`src/hdl/card16_regs.svh`:
```
// Purpose: register map, field positions, reset values and cycle counts of the card cycle timing generator
// Assumes: 32-bit AXI4-Lite data, one aligned word per register
// Notes:   counts are in bus clock cycles
`ifndef CARD16_REGS_SVH
`define CARD16_REGS_SVH
// register byte offsets
`define OFS_MEM_CFG    8'h00
`define OFS_IO_CFG     8'h04
`define OFS_CARD_ADDR  8'h08
`define OFS_WR_DATA    8'h0C
`define OFS_CYCLE_CMD  8'h10
`define OFS_STATUS     8'h14
`define OFS_RD_DATA    8'h18
`define OFS_IRQ_ROUTE  8'h1C
// window config fields
`define FLD_WAIT_LO    0
`define FLD_WAIT_HI    1
`define FLD_ZWS        2
`define FLD_TS_LO      4
`define FLD_TS_HI      5
`define CFG_RESET      6'h10
// cycle command fields
`define FLD_CMD_WRITE  0
`define FLD_CMD_IO     1
`define FLD_CMD_WIDE   2
`define FLD_CMD_REG    3
// irq route fields
`define FLD_IREQ_LO    0
`define FLD_STS_LO     4
`define IRQ_ROUTE_RST  8'h00
// address setup counts
`define SU_IO          5'h03
`define SU_MEM_LO      5'h02
`define SU_MEM_HI      5'h04
`define SU_EXTRA       5'h02
// command active counts, 8-bit
`define ACT8_NOWS      5'h13
`define ACT8_WAIT      5'h17
`define ACT8_ZWS       5'h07
// command active counts, 16-bit
`define ACT16IO_W0     5'h07
`define ACT16IO_W1     5'h0B
`define ACT16M_W0      5'h09
`define ACT16M_W1      5'h0D
`define ACT16M_W2      5'h11
`define ACT16M_W3      5'h17
`define ACT16M_ZWS     5'h05
// address hold counts
`define HOLD_IO        5'h02
`define HOLD_MEM_LO    5'h02
`define HOLD_MEM_HI    5'h03
`define HOLD_EXTRA     5'h01
`endif

```
`src/hdl/card16_pkg.sv`:
```
// Purpose: types of the card cycle timing generator
// Assumes: nothing beyond the register header
// Notes:   one-hot cycle states
`default_nettype none
package card16_pkg;
  typedef enum logic [3:0] {
    ST_IDLE   = 4'b0001,
    ST_SETUP  = 4'b0010,
    ST_ACTIVE = 4'b0100,
    ST_HOLD   = 4'b1000
  } cyc_state_t;
  typedef logic [4:0] count_t;
endpackage
`default_nettype wire

```
`src/hdl/card16_cycle_timing_generator.sv`:
```
// Purpose: times 16-bit card memory and I/O cycles in bus clocks, routes card audio and interrupts
// Assumes: AXI4-Lite slave on aclk, card inputs synchronous to aclk
// Notes:   software loads address/data, then writes the cycle command to start one card cycle
//
// Added by the designer: the placing of the registers and the AXI4-Lite register port.
`include "card16_regs.svh"
`default_nettype none
module card16_cycle_timing_generator
  import card16_pkg::*;
#(
  parameter int ADDR_W = 8,  // axi address width
  parameter int CA_W   = 26  // card address width
) (
  input  wire logic              aclk,          // bus clock
  input  wire logic              aresetn,       // sync reset, low active
  input  wire logic [ADDR_W-1:0] s_axi_awaddr,  // write address
  input  wire logic              s_axi_awvalid, // write address valid
  output logic                   s_axi_awready, // write address ready
  input  wire logic [31:0]       s_axi_wdata,   // write data
  input  wire logic [3:0]        s_axi_wstrb,   // byte enables
  input  wire logic              s_axi_wvalid,  // write data valid
  output logic                   s_axi_wready,  // write data ready
  output logic [1:0]             s_axi_bresp,   // write response
  output logic                   s_axi_bvalid,  // write response valid
  input  wire logic              s_axi_bready,  // write response ready
  input  wire logic [ADDR_W-1:0] s_axi_araddr,  // read address
  input  wire logic              s_axi_arvalid, // read address valid
  output logic                   s_axi_arready, // read address ready
  output logic [31:0]            s_axi_rdata,   // read data
  output logic [1:0]             s_axi_rresp,   // read response
  output logic                   s_axi_rvalid,  // read data valid
  input  wire logic              s_axi_rready,  // read data ready
  output logic [CA_W-1:0]        card_addr,     // card address
  output logic                   card_reg_n,    // register space select
  output logic                   card_ce_n,     // card enable
  output logic                   card_oe_n,     // memory read strobe
  output logic                   card_we_n,     // memory write strobe
  output logic                   card_iord_n,   // i/o read strobe
  output logic                   card_iowr_n,   // i/o write strobe
  output logic [15:0]            card_data_o,   // card data out
  output logic                   card_data_oe_n,// card data drive, low drives
  input  wire logic [15:0]       card_data_i,   // card data in
  input  wire logic              card_wait_n,   // card wait, low extends
  input  wire logic              card_bvd2,     // card audio level
  input  wire logic              card_ireq_n,   // card interrupt, low active
  input  wire logic              card_stschg,   // card status change
  output logic                   speaker_output,// audio to speaker
  output logic [15:3]            isa_irq        // isa interrupt lines
);

  // isa irq number to one-hot over lines 3..15, none if out of range
  function automatic logic [12:0] irq_onehot(input logic [3:0] num);
    logic [12:0] v;
    v = 13'h0000;
    if (num >= 4'h3) begin
      v[num - 4'h3] = 1'b1;
    end
    return v;
  endfunction

  // byte-lane merge for register writes
  function automatic logic [31:0] merge(input logic [31:0] old, input logic [31:0] nw, input logic [3:0] be);
    logic [31:0] v;
    v = old;
    for (int i = 0; i < 4; i++) begin
      if (be[i]) begin
        v[i*8 +: 8] = nw[i*8 +: 8];
      end
    end
    return v;
  endfunction

  // bus side state
  logic [5:0]      mem_cfg_r, mem_cfg_nxt;     // memory window wait settings
  logic [5:0]      io_cfg_r, io_cfg_nxt;       // i/o window wait settings
  logic [CA_W-1:0] addr_reg_r, addr_reg_nxt;   // address for next cycle
  logic [15:0]     wr_data_r, wr_data_nxt;     // write data for next cycle
  logic [7:0]      route_r, route_nxt;         // irq routing
  logic            awready_r, awready_nxt;
  logic            wready_r, wready_nxt;
  logic            bvalid_r, bvalid_nxt;
  logic [1:0]      bresp_r, bresp_nxt;
  logic            arready_r, arready_nxt;
  logic            rvalid_r, rvalid_nxt;
  logic [1:0]      rresp_r, rresp_nxt;
  logic [31:0]     rdata_r, rdata_nxt;
  logic            start;                      // cycle command accepted
  logic [3:0]      cmd;                        // command bits of start

  // cycle engine state
  cyc_state_t      st_r, st_nxt;
  count_t          su_cnt_r, su_cnt_nxt;       // setup phase counter
  count_t          act_cnt_r, act_cnt_nxt;     // active phase counter
  count_t          hold_cnt_r, hold_cnt_nxt;   // hold phase counter
  logic [3:0]      cur_cmd_r, cur_cmd_nxt;     // command of cycle under way
  logic [CA_W-1:0] ca_r, ca_nxt;
  logic            reg_n_r, reg_n_nxt;
  logic            ce_n_r, ce_n_nxt;
  logic            strobe_r, strobe_nxt;       // command strobe asserted
  logic [15:0]     dout_r, dout_nxt;
  logic            doe_n_r, doe_n_nxt;
  logic [15:0]     rd_data_r, rd_data_nxt;     // captured read data
  logic            done_r, done_nxt;           // cycle finished
  logic            spk_r;
  logic [12:0]     irq_r, irq_nxt;

  // selected table entries
  logic [1:0]      wait_sel;
  logic            zws;
  count_t          su_sel, act_sel, hold_sel;
  logic [31:0]     wmerged;

  // pick window settings and table entries for the command
  always_comb begin
    wait_sel = cmd[`FLD_CMD_IO] ? {1'b0, io_cfg_r[`FLD_WAIT_LO]} : mem_cfg_r[`FLD_WAIT_HI:`FLD_WAIT_LO];
    zws      = cmd[`FLD_CMD_IO] ? io_cfg_r[`FLD_ZWS] : mem_cfg_r[`FLD_ZWS];
    // only the timing_select 01 table exists, so every select value uses it
    if (cmd[`FLD_CMD_IO]) begin
      su_sel   = `SU_IO;
      hold_sel = `HOLD_IO;
    end else begin
      su_sel   = wait_sel[1] ? `SU_MEM_HI : `SU_MEM_LO;
      hold_sel = wait_sel[1] ? `HOLD_MEM_HI : `HOLD_MEM_LO;
    end
    if (!cmd[`FLD_CMD_WIDE]) begin
      if (wait_sel != 2'b00) act_sel = `ACT8_WAIT;
      else if (zws) act_sel = `ACT8_ZWS;
      else act_sel = `ACT8_NOWS;
    end else if (cmd[`FLD_CMD_IO]) begin
      act_sel = wait_sel[0] ? `ACT16IO_W1 : `ACT16IO_W0;
    end else begin
      unique case (wait_sel)
        2'b00:   act_sel = zws ? `ACT16M_ZWS : `ACT16M_W0;
        2'b01:   act_sel = `ACT16M_W1;
        2'b10:   act_sel = `ACT16M_W2;
        2'b11:   act_sel = `ACT16M_W3;
      endcase
    end
  end

  // axi4-lite slave: write taken when address and data are both offered
  always_comb begin
    mem_cfg_nxt  = mem_cfg_r;
    io_cfg_nxt   = io_cfg_r;
    addr_reg_nxt = addr_reg_r;
    wr_data_nxt  = wr_data_r;
    route_nxt    = route_r;
    awready_nxt  = 1'b0;
    wready_nxt   = 1'b0;
    bvalid_nxt   = bvalid_r && !s_axi_bready;
    bresp_nxt    = bresp_r;
    arready_nxt  = 1'b0;
    rvalid_nxt   = rvalid_r && !s_axi_rready;
    rresp_nxt    = rresp_r;
    rdata_nxt    = rdata_r;
    start        = 1'b0;
    cmd          = cur_cmd_r;
    wmerged      = 32'h0000_0000;
    // handshake one cycle, then write in the cycle ready is seen
    if (s_axi_awvalid && s_axi_wvalid && !awready_r && !bvalid_r) begin
      awready_nxt = 1'b1;
      wready_nxt  = 1'b1;
    end
    if (awready_r) begin
      bvalid_nxt = 1'b1;
      bresp_nxt  = 2'b00;
      unique case (s_axi_awaddr)
        `OFS_MEM_CFG: begin
          wmerged     = merge({26'h0, mem_cfg_r}, s_axi_wdata, s_axi_wstrb);
          mem_cfg_nxt = wmerged[5:0];
        end
        `OFS_IO_CFG: begin
          wmerged    = merge({26'h0, io_cfg_r}, s_axi_wdata, s_axi_wstrb);
          io_cfg_nxt = wmerged[5:0];
        end
        `OFS_CARD_ADDR: begin
          wmerged      = merge({{(32-CA_W){1'b0}}, addr_reg_r}, s_axi_wdata, s_axi_wstrb);
          addr_reg_nxt = wmerged[CA_W-1:0];
        end
        `OFS_WR_DATA: begin
          wmerged     = merge({16'h0, wr_data_r}, s_axi_wdata, s_axi_wstrb);
          wr_data_nxt = wmerged[15:0];
        end
        `OFS_CYCLE_CMD: begin
          // a command while a cycle runs is ignored
          if (st_r == ST_IDLE && s_axi_wstrb[0]) begin
            start = 1'b1;
            cmd   = s_axi_wdata[3:0];
          end
        end
        `OFS_IRQ_ROUTE: begin
          wmerged   = merge({24'h0, route_r}, s_axi_wdata, s_axi_wstrb);
          route_nxt = wmerged[7:0];
        end
        `OFS_STATUS, `OFS_RD_DATA: ;
        default: bresp_nxt = 2'b10;
      endcase
    end
    // read: one-cycle arready, data the next cycle
    if (s_axi_arvalid && !arready_r && !rvalid_r) begin
      arready_nxt = 1'b1;
    end
    if (arready_r) begin
      rvalid_nxt = 1'b1;
      rresp_nxt  = 2'b00;
      unique case (s_axi_araddr)
        `OFS_MEM_CFG:   rdata_nxt = {26'h0, mem_cfg_r};
        `OFS_IO_CFG:    rdata_nxt = {26'h0, io_cfg_r};
        `OFS_CARD_ADDR: rdata_nxt = {{(32-CA_W){1'b0}}, addr_reg_r};
        `OFS_WR_DATA:   rdata_nxt = {16'h0, wr_data_r};
        `OFS_CYCLE_CMD: rdata_nxt = {28'h0, cur_cmd_r};
        `OFS_STATUS:    rdata_nxt = {30'h0, done_r, st_r != ST_IDLE};
        `OFS_RD_DATA:   rdata_nxt = {16'h0, rd_data_r};
        `OFS_IRQ_ROUTE: rdata_nxt = {24'h0, route_r};
        default: begin
          rdata_nxt = 32'h0000_0000;
          rresp_nxt = 2'b10;
        end
      endcase
    end
  end

  // bus side registers
  always_ff @(posedge aclk) begin
    if (!aresetn) begin
      mem_cfg_r  <= `CFG_RESET;
      io_cfg_r   <= `CFG_RESET;
      addr_reg_r <= '0;
      wr_data_r  <= 16'h0000;
      route_r    <= `IRQ_ROUTE_RST;
      awready_r  <= 1'b0;
      wready_r   <= 1'b0;
      bvalid_r   <= 1'b0;
      bresp_r    <= 2'b00;
      arready_r  <= 1'b0;
      rvalid_r   <= 1'b0;
      rresp_r    <= 2'b00;
      rdata_r    <= 32'h0000_0000;
    end else begin
      mem_cfg_r  <= mem_cfg_nxt;
      io_cfg_r   <= io_cfg_nxt;
      addr_reg_r <= addr_reg_nxt;
      wr_data_r  <= wr_data_nxt;
      route_r    <= route_nxt;
      awready_r  <= awready_nxt;
      wready_r   <= wready_nxt;
      bvalid_r   <= bvalid_nxt;
      bresp_r    <= bresp_nxt;
      arready_r  <= arready_nxt;
      rvalid_r   <= rvalid_nxt;
      rresp_r    <= rresp_nxt;
      rdata_r    <= rdata_nxt;
    end
  end

  // card cycle engine: setup, active, hold, each on its own counter
  always_comb begin
    st_nxt       = st_r;
    su_cnt_nxt   = su_cnt_r;
    act_cnt_nxt  = act_cnt_r;
    hold_cnt_nxt = hold_cnt_r;
    cur_cmd_nxt  = cur_cmd_r;
    ca_nxt       = ca_r;
    reg_n_nxt    = reg_n_r;
    ce_n_nxt     = ce_n_r;
    strobe_nxt   = strobe_r;
    dout_nxt     = dout_r;
    doe_n_nxt    = doe_n_r;
    rd_data_nxt  = rd_data_r;
    done_nxt     = done_r;
    unique case (st_r)
      ST_IDLE: begin
        if (start) begin
          // address, select and write data go out with the setup count
          st_nxt      = ST_SETUP;
          cur_cmd_nxt = cmd;
          ca_nxt      = addr_reg_r;
          reg_n_nxt   = !cmd[`FLD_CMD_REG];
          ce_n_nxt    = 1'b0;
          dout_nxt    = wr_data_r;
          doe_n_nxt   = !cmd[`FLD_CMD_WRITE];
          su_cnt_nxt  = su_sel + `SU_EXTRA;
          done_nxt    = 1'b0;
        end
      end
      ST_SETUP: begin
        if (su_cnt_r == 5'h01) begin
          st_nxt      = ST_ACTIVE;
          strobe_nxt  = 1'b1;
          act_cnt_nxt = act_sel;
        end else begin
          su_cnt_nxt = su_cnt_r - 5'h01;
        end
      end
      ST_ACTIVE: begin
        if (act_cnt_r > 5'h01) begin
          act_cnt_nxt = act_cnt_r - 5'h01;
        end else if (card_wait_n) begin
          // the strobe rises only once wait is seen released
          st_nxt       = ST_HOLD;
          strobe_nxt   = 1'b0;
          rd_data_nxt  = cur_cmd_r[`FLD_CMD_WRITE] ? rd_data_r : card_data_i;
          hold_cnt_nxt = hold_sel + `HOLD_EXTRA;
        end
      end
      ST_HOLD: begin
        if (hold_cnt_r == 5'h01) begin
          st_nxt    = ST_IDLE;
          ce_n_nxt  = 1'b1;
          reg_n_nxt = 1'b1;
          doe_n_nxt = 1'b1;
          done_nxt  = 1'b1;
        end else begin
          hold_cnt_nxt = hold_cnt_r - 5'h01;
        end
      end
    endcase
  end

  // engine registers
  always_ff @(posedge aclk) begin
    if (!aresetn) begin
      st_r       <= ST_IDLE;
      su_cnt_r   <= 5'h00;
      act_cnt_r  <= 5'h00;
      hold_cnt_r <= 5'h00;
      cur_cmd_r  <= 4'h0;
      ca_r       <= '0;
      reg_n_r    <= 1'b1;
      ce_n_r     <= 1'b1;
      strobe_r   <= 1'b0;
      dout_r     <= 16'h0000;
      doe_n_r    <= 1'b1;
      rd_data_r  <= 16'h0000;
      done_r     <= 1'b0;
    end else begin
      st_r       <= st_nxt;
      su_cnt_r   <= su_cnt_nxt;
      act_cnt_r  <= act_cnt_nxt;
      hold_cnt_r <= hold_cnt_nxt;
      cur_cmd_r  <= cur_cmd_nxt;
      ca_r       <= ca_nxt;
      reg_n_r    <= reg_n_nxt;
      ce_n_r     <= ce_n_nxt;
      strobe_r   <= strobe_nxt;
      dout_r     <= dout_nxt;
      doe_n_r    <= doe_n_nxt;
      rd_data_r  <= rd_data_nxt;
      done_r     <= done_nxt;
    end
  end

  // interrupt routing, one line per isa irq
  always_comb begin
    irq_nxt = (irq_onehot(route_r[`FLD_IREQ_LO +: 4]) & {13{!card_ireq_n}})
            | (irq_onehot(route_r[`FLD_STS_LO +: 4]) & {13{card_stschg}});
  end

  // audio and interrupt pass-through, one clock late
  always_ff @(posedge aclk) begin
    if (!aresetn) begin
      spk_r <= 1'b1;
      irq_r <= 13'h0000;
    end else begin
      spk_r <= card_bvd2;
      irq_r <= irq_nxt;
    end
  end

  // strobe decode straight from state flops is avoided: strobes use their own bits
  logic oe_n_r, we_n_r, iord_n_r, iowr_n_r;
  always_ff @(posedge aclk) begin
    if (!aresetn) begin
      oe_n_r   <= 1'b1;
      we_n_r   <= 1'b1;
      iord_n_r <= 1'b1;
      iowr_n_r <= 1'b1;
    end else begin
      oe_n_r   <= !(strobe_nxt && !cur_cmd_nxt[`FLD_CMD_IO] && !cur_cmd_nxt[`FLD_CMD_WRITE]);
      we_n_r   <= !(strobe_nxt && !cur_cmd_nxt[`FLD_CMD_IO] && cur_cmd_nxt[`FLD_CMD_WRITE]);
      iord_n_r <= !(strobe_nxt && cur_cmd_nxt[`FLD_CMD_IO] && !cur_cmd_nxt[`FLD_CMD_WRITE]);
      iowr_n_r <= !(strobe_nxt && cur_cmd_nxt[`FLD_CMD_IO] && cur_cmd_nxt[`FLD_CMD_WRITE]);
    end
  end

  assign s_axi_awready  = awready_r;
  assign s_axi_wready   = wready_r;
  assign s_axi_bvalid   = bvalid_r;
  assign s_axi_bresp    = bresp_r;
  assign s_axi_arready  = arready_r;
  assign s_axi_rvalid   = rvalid_r;
  assign s_axi_rresp    = rresp_r;
  assign s_axi_rdata    = rdata_r;
  assign card_addr      = ca_r;
  assign card_reg_n     = reg_n_r;
  assign card_ce_n      = ce_n_r;
  assign card_oe_n      = oe_n_r;
  assign card_we_n      = we_n_r;
  assign card_iord_n    = iord_n_r;
  assign card_iowr_n    = iowr_n_r;
  assign card_data_o    = dout_r;
  assign card_data_oe_n = doe_n_r;
  assign speaker_output = spk_r;
  assign isa_irq        = irq_r;

endmodule
`default_nettype wire

```
`config.mk`:
```
export PLATFORM = sky130hd
export DESIGN_NAME = card16_cycle_timing_generator
export DESIGN_NICKNAME = d
export VERILOG_FILES = /design/src/hdl/card16_pkg.sv /design/src/hdl/card16_cycle_timing_generator.sv
export VERILOG_INCLUDE_DIRS = /design/src /design/src/hdl
export SDC_FILE = /design/constraint.sdc
export NUM_CORES = 1
export LEC_CHECK = 0
export BUFFER_PORTS_ARGS = -buffer_cell sky130_fd_sc_hd__buf_2
export CORE_AREA = 5 5 135 137
export CTS_BUF_LIST = sky130_fd_sc_hd__clkbuf_16
export CTS_CLUSTER_SIZE = 25
export DETAILED_ROUTE_END_ITERATION = 16
export DIE_AREA = 0 0 140 142
export GPL_ROUTABILITY_DRIVEN = 0
export PLACE_DENSITY = 0.74
export SLEW_MARGIN = 20
export SYNTH_ARGS = -nofsm -noshare
export SYNTH_HDL_FRONTEND = slang
export SYNTH_SLANG_ARGS = --single-unit
```
`constraint.sdc`:
```
create_clock -name aclk -period 2.8 [get_ports aclk]
set_clock_uncertainty 0.15 [all_clocks]
set_input_delay 0.14 -clock aclk [delete_from_list [all_inputs] [get_ports aclk]]
set_output_delay 0.14 -clock aclk [all_outputs]
set_load 0.005 [all_outputs]
```
==> summary.md <==
| Metric | Value |
|---|---|
| Fill cell count | between 1000 and 1500 |
| Yosys top cell by area | dfxtp_1 |
| FFs w/ async S/R, synth | 0% |
| Static leakage | 4.470 nW |
| Critical Path AT | around 2.8 ns |
| Commonest non-fill, non-tap cell in the layout | dfxtp_1 |
| Reg2reg setup slack | about 0.14 ns |
| Drt via density | roughly 5.4 |
| First-pass GRT wire length | 39030 µm |
| Clock root cell | clkbuf_16 |
| Worst skew pair latency | approximately 0.43 ns |
| Post-synth cell types | 64 |
| H-tree level count | 4 |
| Comb pwr share | 5.6% |
| Most used DFF post-synth | dfxtp_1 |
| Hold Crit Class | primary input to register |
| CP endpoint kind | register |
| DRT antenna net count | 0 |
| Share of cells above drive strength 1 | 21.02% |
| CP startpoint | s_axi_wready |
| RSZ-0062 raised after global routing | no |
| Vias | 7838 |
| Relative slew margins | 39.21% |
| Fin crit share | 94.99% |
| Initial Utilization | 48.89% |
| YS warnings | 0 |
| Io pins | 183 |
| DRC Markers | 0 |
| Clk pwr share | 43.0% |
| VDD IR-drop max | 0.4693 mV |
| Final core occ | 63.09% |
| Worst Tran Pin Value | 0.9085 ns |
| Cell Int Power | 4.266 mW |
| Drt first pass iters | 7 |
| Seq/Total Area, Yosys | between 40% and 50% |
| Post-CTS Resized | 0 |
| TNS Setup | 0 ns |
| CP required | 2.98 ns |
| Layout area overhead | 29.04% |
| DR iter-0 viols | 579 |
| Crit path launch type | register |
| Fin. Hold Viols | 0 |
| Post-Syn Area | 8280 µm² |
| Clock buffer depth | 2 |
| Row count | 48 |
| Nets | around 1300 |
| Initial antenna violation count | 1 |
| Core area | between 15000 and 20000 µm² |
| Synth area leaders | dfxtp_1, nand2_1, a21oi_1 |
| Routed WL | 24560 µm |
| Worst R2R End | act_cnt_r[4] |
| Status | finished clean |
| Die height | 142 µm |
| WL/cell | 17.07 µm |
| DIE AREA | between 15000 and 20000 µm² |
| Power Density | 514.9 nW/µm² |
| Reg clk slew, reported paths | 0.07 ns |
| Post-synth EDFFs | 0 |
| Cts bufs inserted | 17 |
| Net Sw Frac | 22.46% |
| CTS tree | done |
| Buffers on Ports | between 150 and 200 |
| Grt ovf | 0 |
| Gr usage total | 24.22% |
| Setup WS post-layout | 0.1404 ns |
| Worst reg2reg path depth | 6 |
| Top-area cell type share of the netlist area | a little under half |
| Register bit total from synthesis | 198 |
| Clk sink count | 198 |
| Pin count of the biggest net entering global routing | 90 |
| Worst Hold Launch | s_axi_araddr[5] |
| Max_cap viols | 0 |
| FF-to-FF Start | s_axi_wready |
| Final Critical Period | 2.660 ns |
| Cells after synthesis | 978 |
| Die Width | 140 µm |
| Setup bufs post-CTS | 0 |
| Setup Crit Path Kind | register to register |
| Max FO, Critical Path | 7 |
| Mean Syn Cell Area | 8.467 µm² |
| Most frequent cells in the layout | dfxtp_1, nand2_1, buf_2 |
| Total power | 5.502 mW |
| Net Switching | roughly 1.2 mW |
| Share of power burned in registers | slightly above 50% |
| Placement Setup Slack | about 0.18 ns |
| DP HPWL | ~17000 µm |
| Vias in the first global route | ~7600 |
| Critical Path End | act_cnt_r[4] |
| Setup violations, final | 0 |
| Worst Hold Slack | 0.03152 ns |
| Max-slew violation count | 0 |
| Fmax | 376.0 MHz |
==> registers in the layout (all words and copies together), names as in the netlist, 5 cells and up <==
register     count
su_cnt_r         5
card_data_o     16
hold_cnt_r       5
addr_reg_r      26
isa_irq         13
s_axi_rdata     26
route_r          8
rd_data_r       16
card_addr       26
act_cnt_r        5
wr_data_r       16
io_cfg_r         6
mem_cfg_r        6
==> metal layers <==
| layer | up-vias | track usage [%] | wire (µm) |
|---|---|---|---|
| met5 | - | 0 | 0 |
| met4 | 0 | 8.873 | 663 |
| met3 | 45 | 4.570 | 1527 |
| met2 | 259 | 41.35 | 11950 |
| met1 | 3734 | 30.80 | 10420 |
| li1 | 3800 | - | - |
==> worst max-delay path, cell delays in order (launching register included) <==
cell,delay [ns]
dfxtp_1,0.34
or4b_1,0.47
buf_4,0.20
o41ai_2,0.45
o211ai_1,0.26
a221o_1,0.41
a221oi_1,0.28
==> power by group through the flow <==
stage                     Combinational (mW)  Clock [mW]  Sequential (mW)
final                                  0.305        2.37             2.83
after global routing                   0.329        2.53             2.83
after CTS                              0.301        2.40             2.83
after detailed placement               0.239           0             2.89
after global placement                 0.237           0             2.89
after floorplan                        0.134           0             2.90
==> through the flow <==
step           instance area (µm²)  instances
6_report                     10690       1439
5_1_grt                      10690       1439
4_1_cts                      10680       1438
3_5_place_dp                  9370       1332
3_3_place_gp                  9370       1332
2_1_floorplan                 8307        985
==> final cells by class <==
cell class	instances	area [µm²]	area share [%]
Antenna cell	1	2.502	0.02342
Clock buffer	17	425.4	3.981
Clock inverter	14	136.4	1.276
Inverter	19	73.82	0.6909
Multi-Input combinational cell	693	3955	37.01
Sequential cell	198	3964	37.10
Tap cell	225	281.5	2.635
Timing Repair Buffer	272	1847	17.28
==> synthesized netlist by cell type (3+ instances only) <==
cell,count
nand2b_1,11
nor3_1,15
mux2i_1,57
nor2b_1,12
clkbuf_1,51
nor4b_1,3
dfxtp_1,198
o21ai_0,36
buf_4,9
inv_1,18
a211oi_1,3
nor3b_1,4
xor2_1,4
nand3_1,38
a31oi_1,3
nand2_1,177
o22a_1,9
a221oi_1,6
a22oi_1,3
a22o_1,3
mux2_2,3
xnor2_1,4
buf_1,9
or4b_2,6
nor4_1,3
or4_1,4
ha_1,6
nand3b_1,3
buf_2,6
and3_1,3
nor2_1,100
mux4_2,6
o22ai_1,4
a21oi_1,122
==> worst min path at each step <==
stage | to | slack (ns) | depth (start not counted)
after floorplan | speaker_output | 0.09 | 1
after global placement | speaker_output | 0.17 | 2
after detailed placement | speaker_output | 0.18 | 2
after CTS | s_axi_rdata[4] | 0.01 | 4
after global routing | s_axi_rdata[4] | 0.05 | 4
final | s_axi_rdata[4] | 0.03 | 4
==> repair_timing <==
item | CTS | global route
hold endpoints to repair | 90 | 0
setup endpoints to repair | 0 | 0
hold buffers | 75 | 0
==> kinds of logic (layout without fill, tap and decap cells) <==
| family | Yosys count | count (layout) | synth area share (%) |
|---|---|---|---|
| XOR/XNOR | 8 | 8 | 0.8461 |
| AND/OR/NAND/NOR | 394 | 394 | 21.68 |
| buffers and inverters | 94 | 322 | 4.760 |
| flip-flops | 198 | 198 | 47.87 |
| multiplexers | 66 | 66 | 8.930 |
| other | 1 | 9 | 0.04529 |
| AO/OA/AOI/OAI | 211 | 211 | 14.96 |
| adder cells (fa/ha/maj) | 6 | 6 | 0.9066 |
Power figures use the tool's default switching activity.
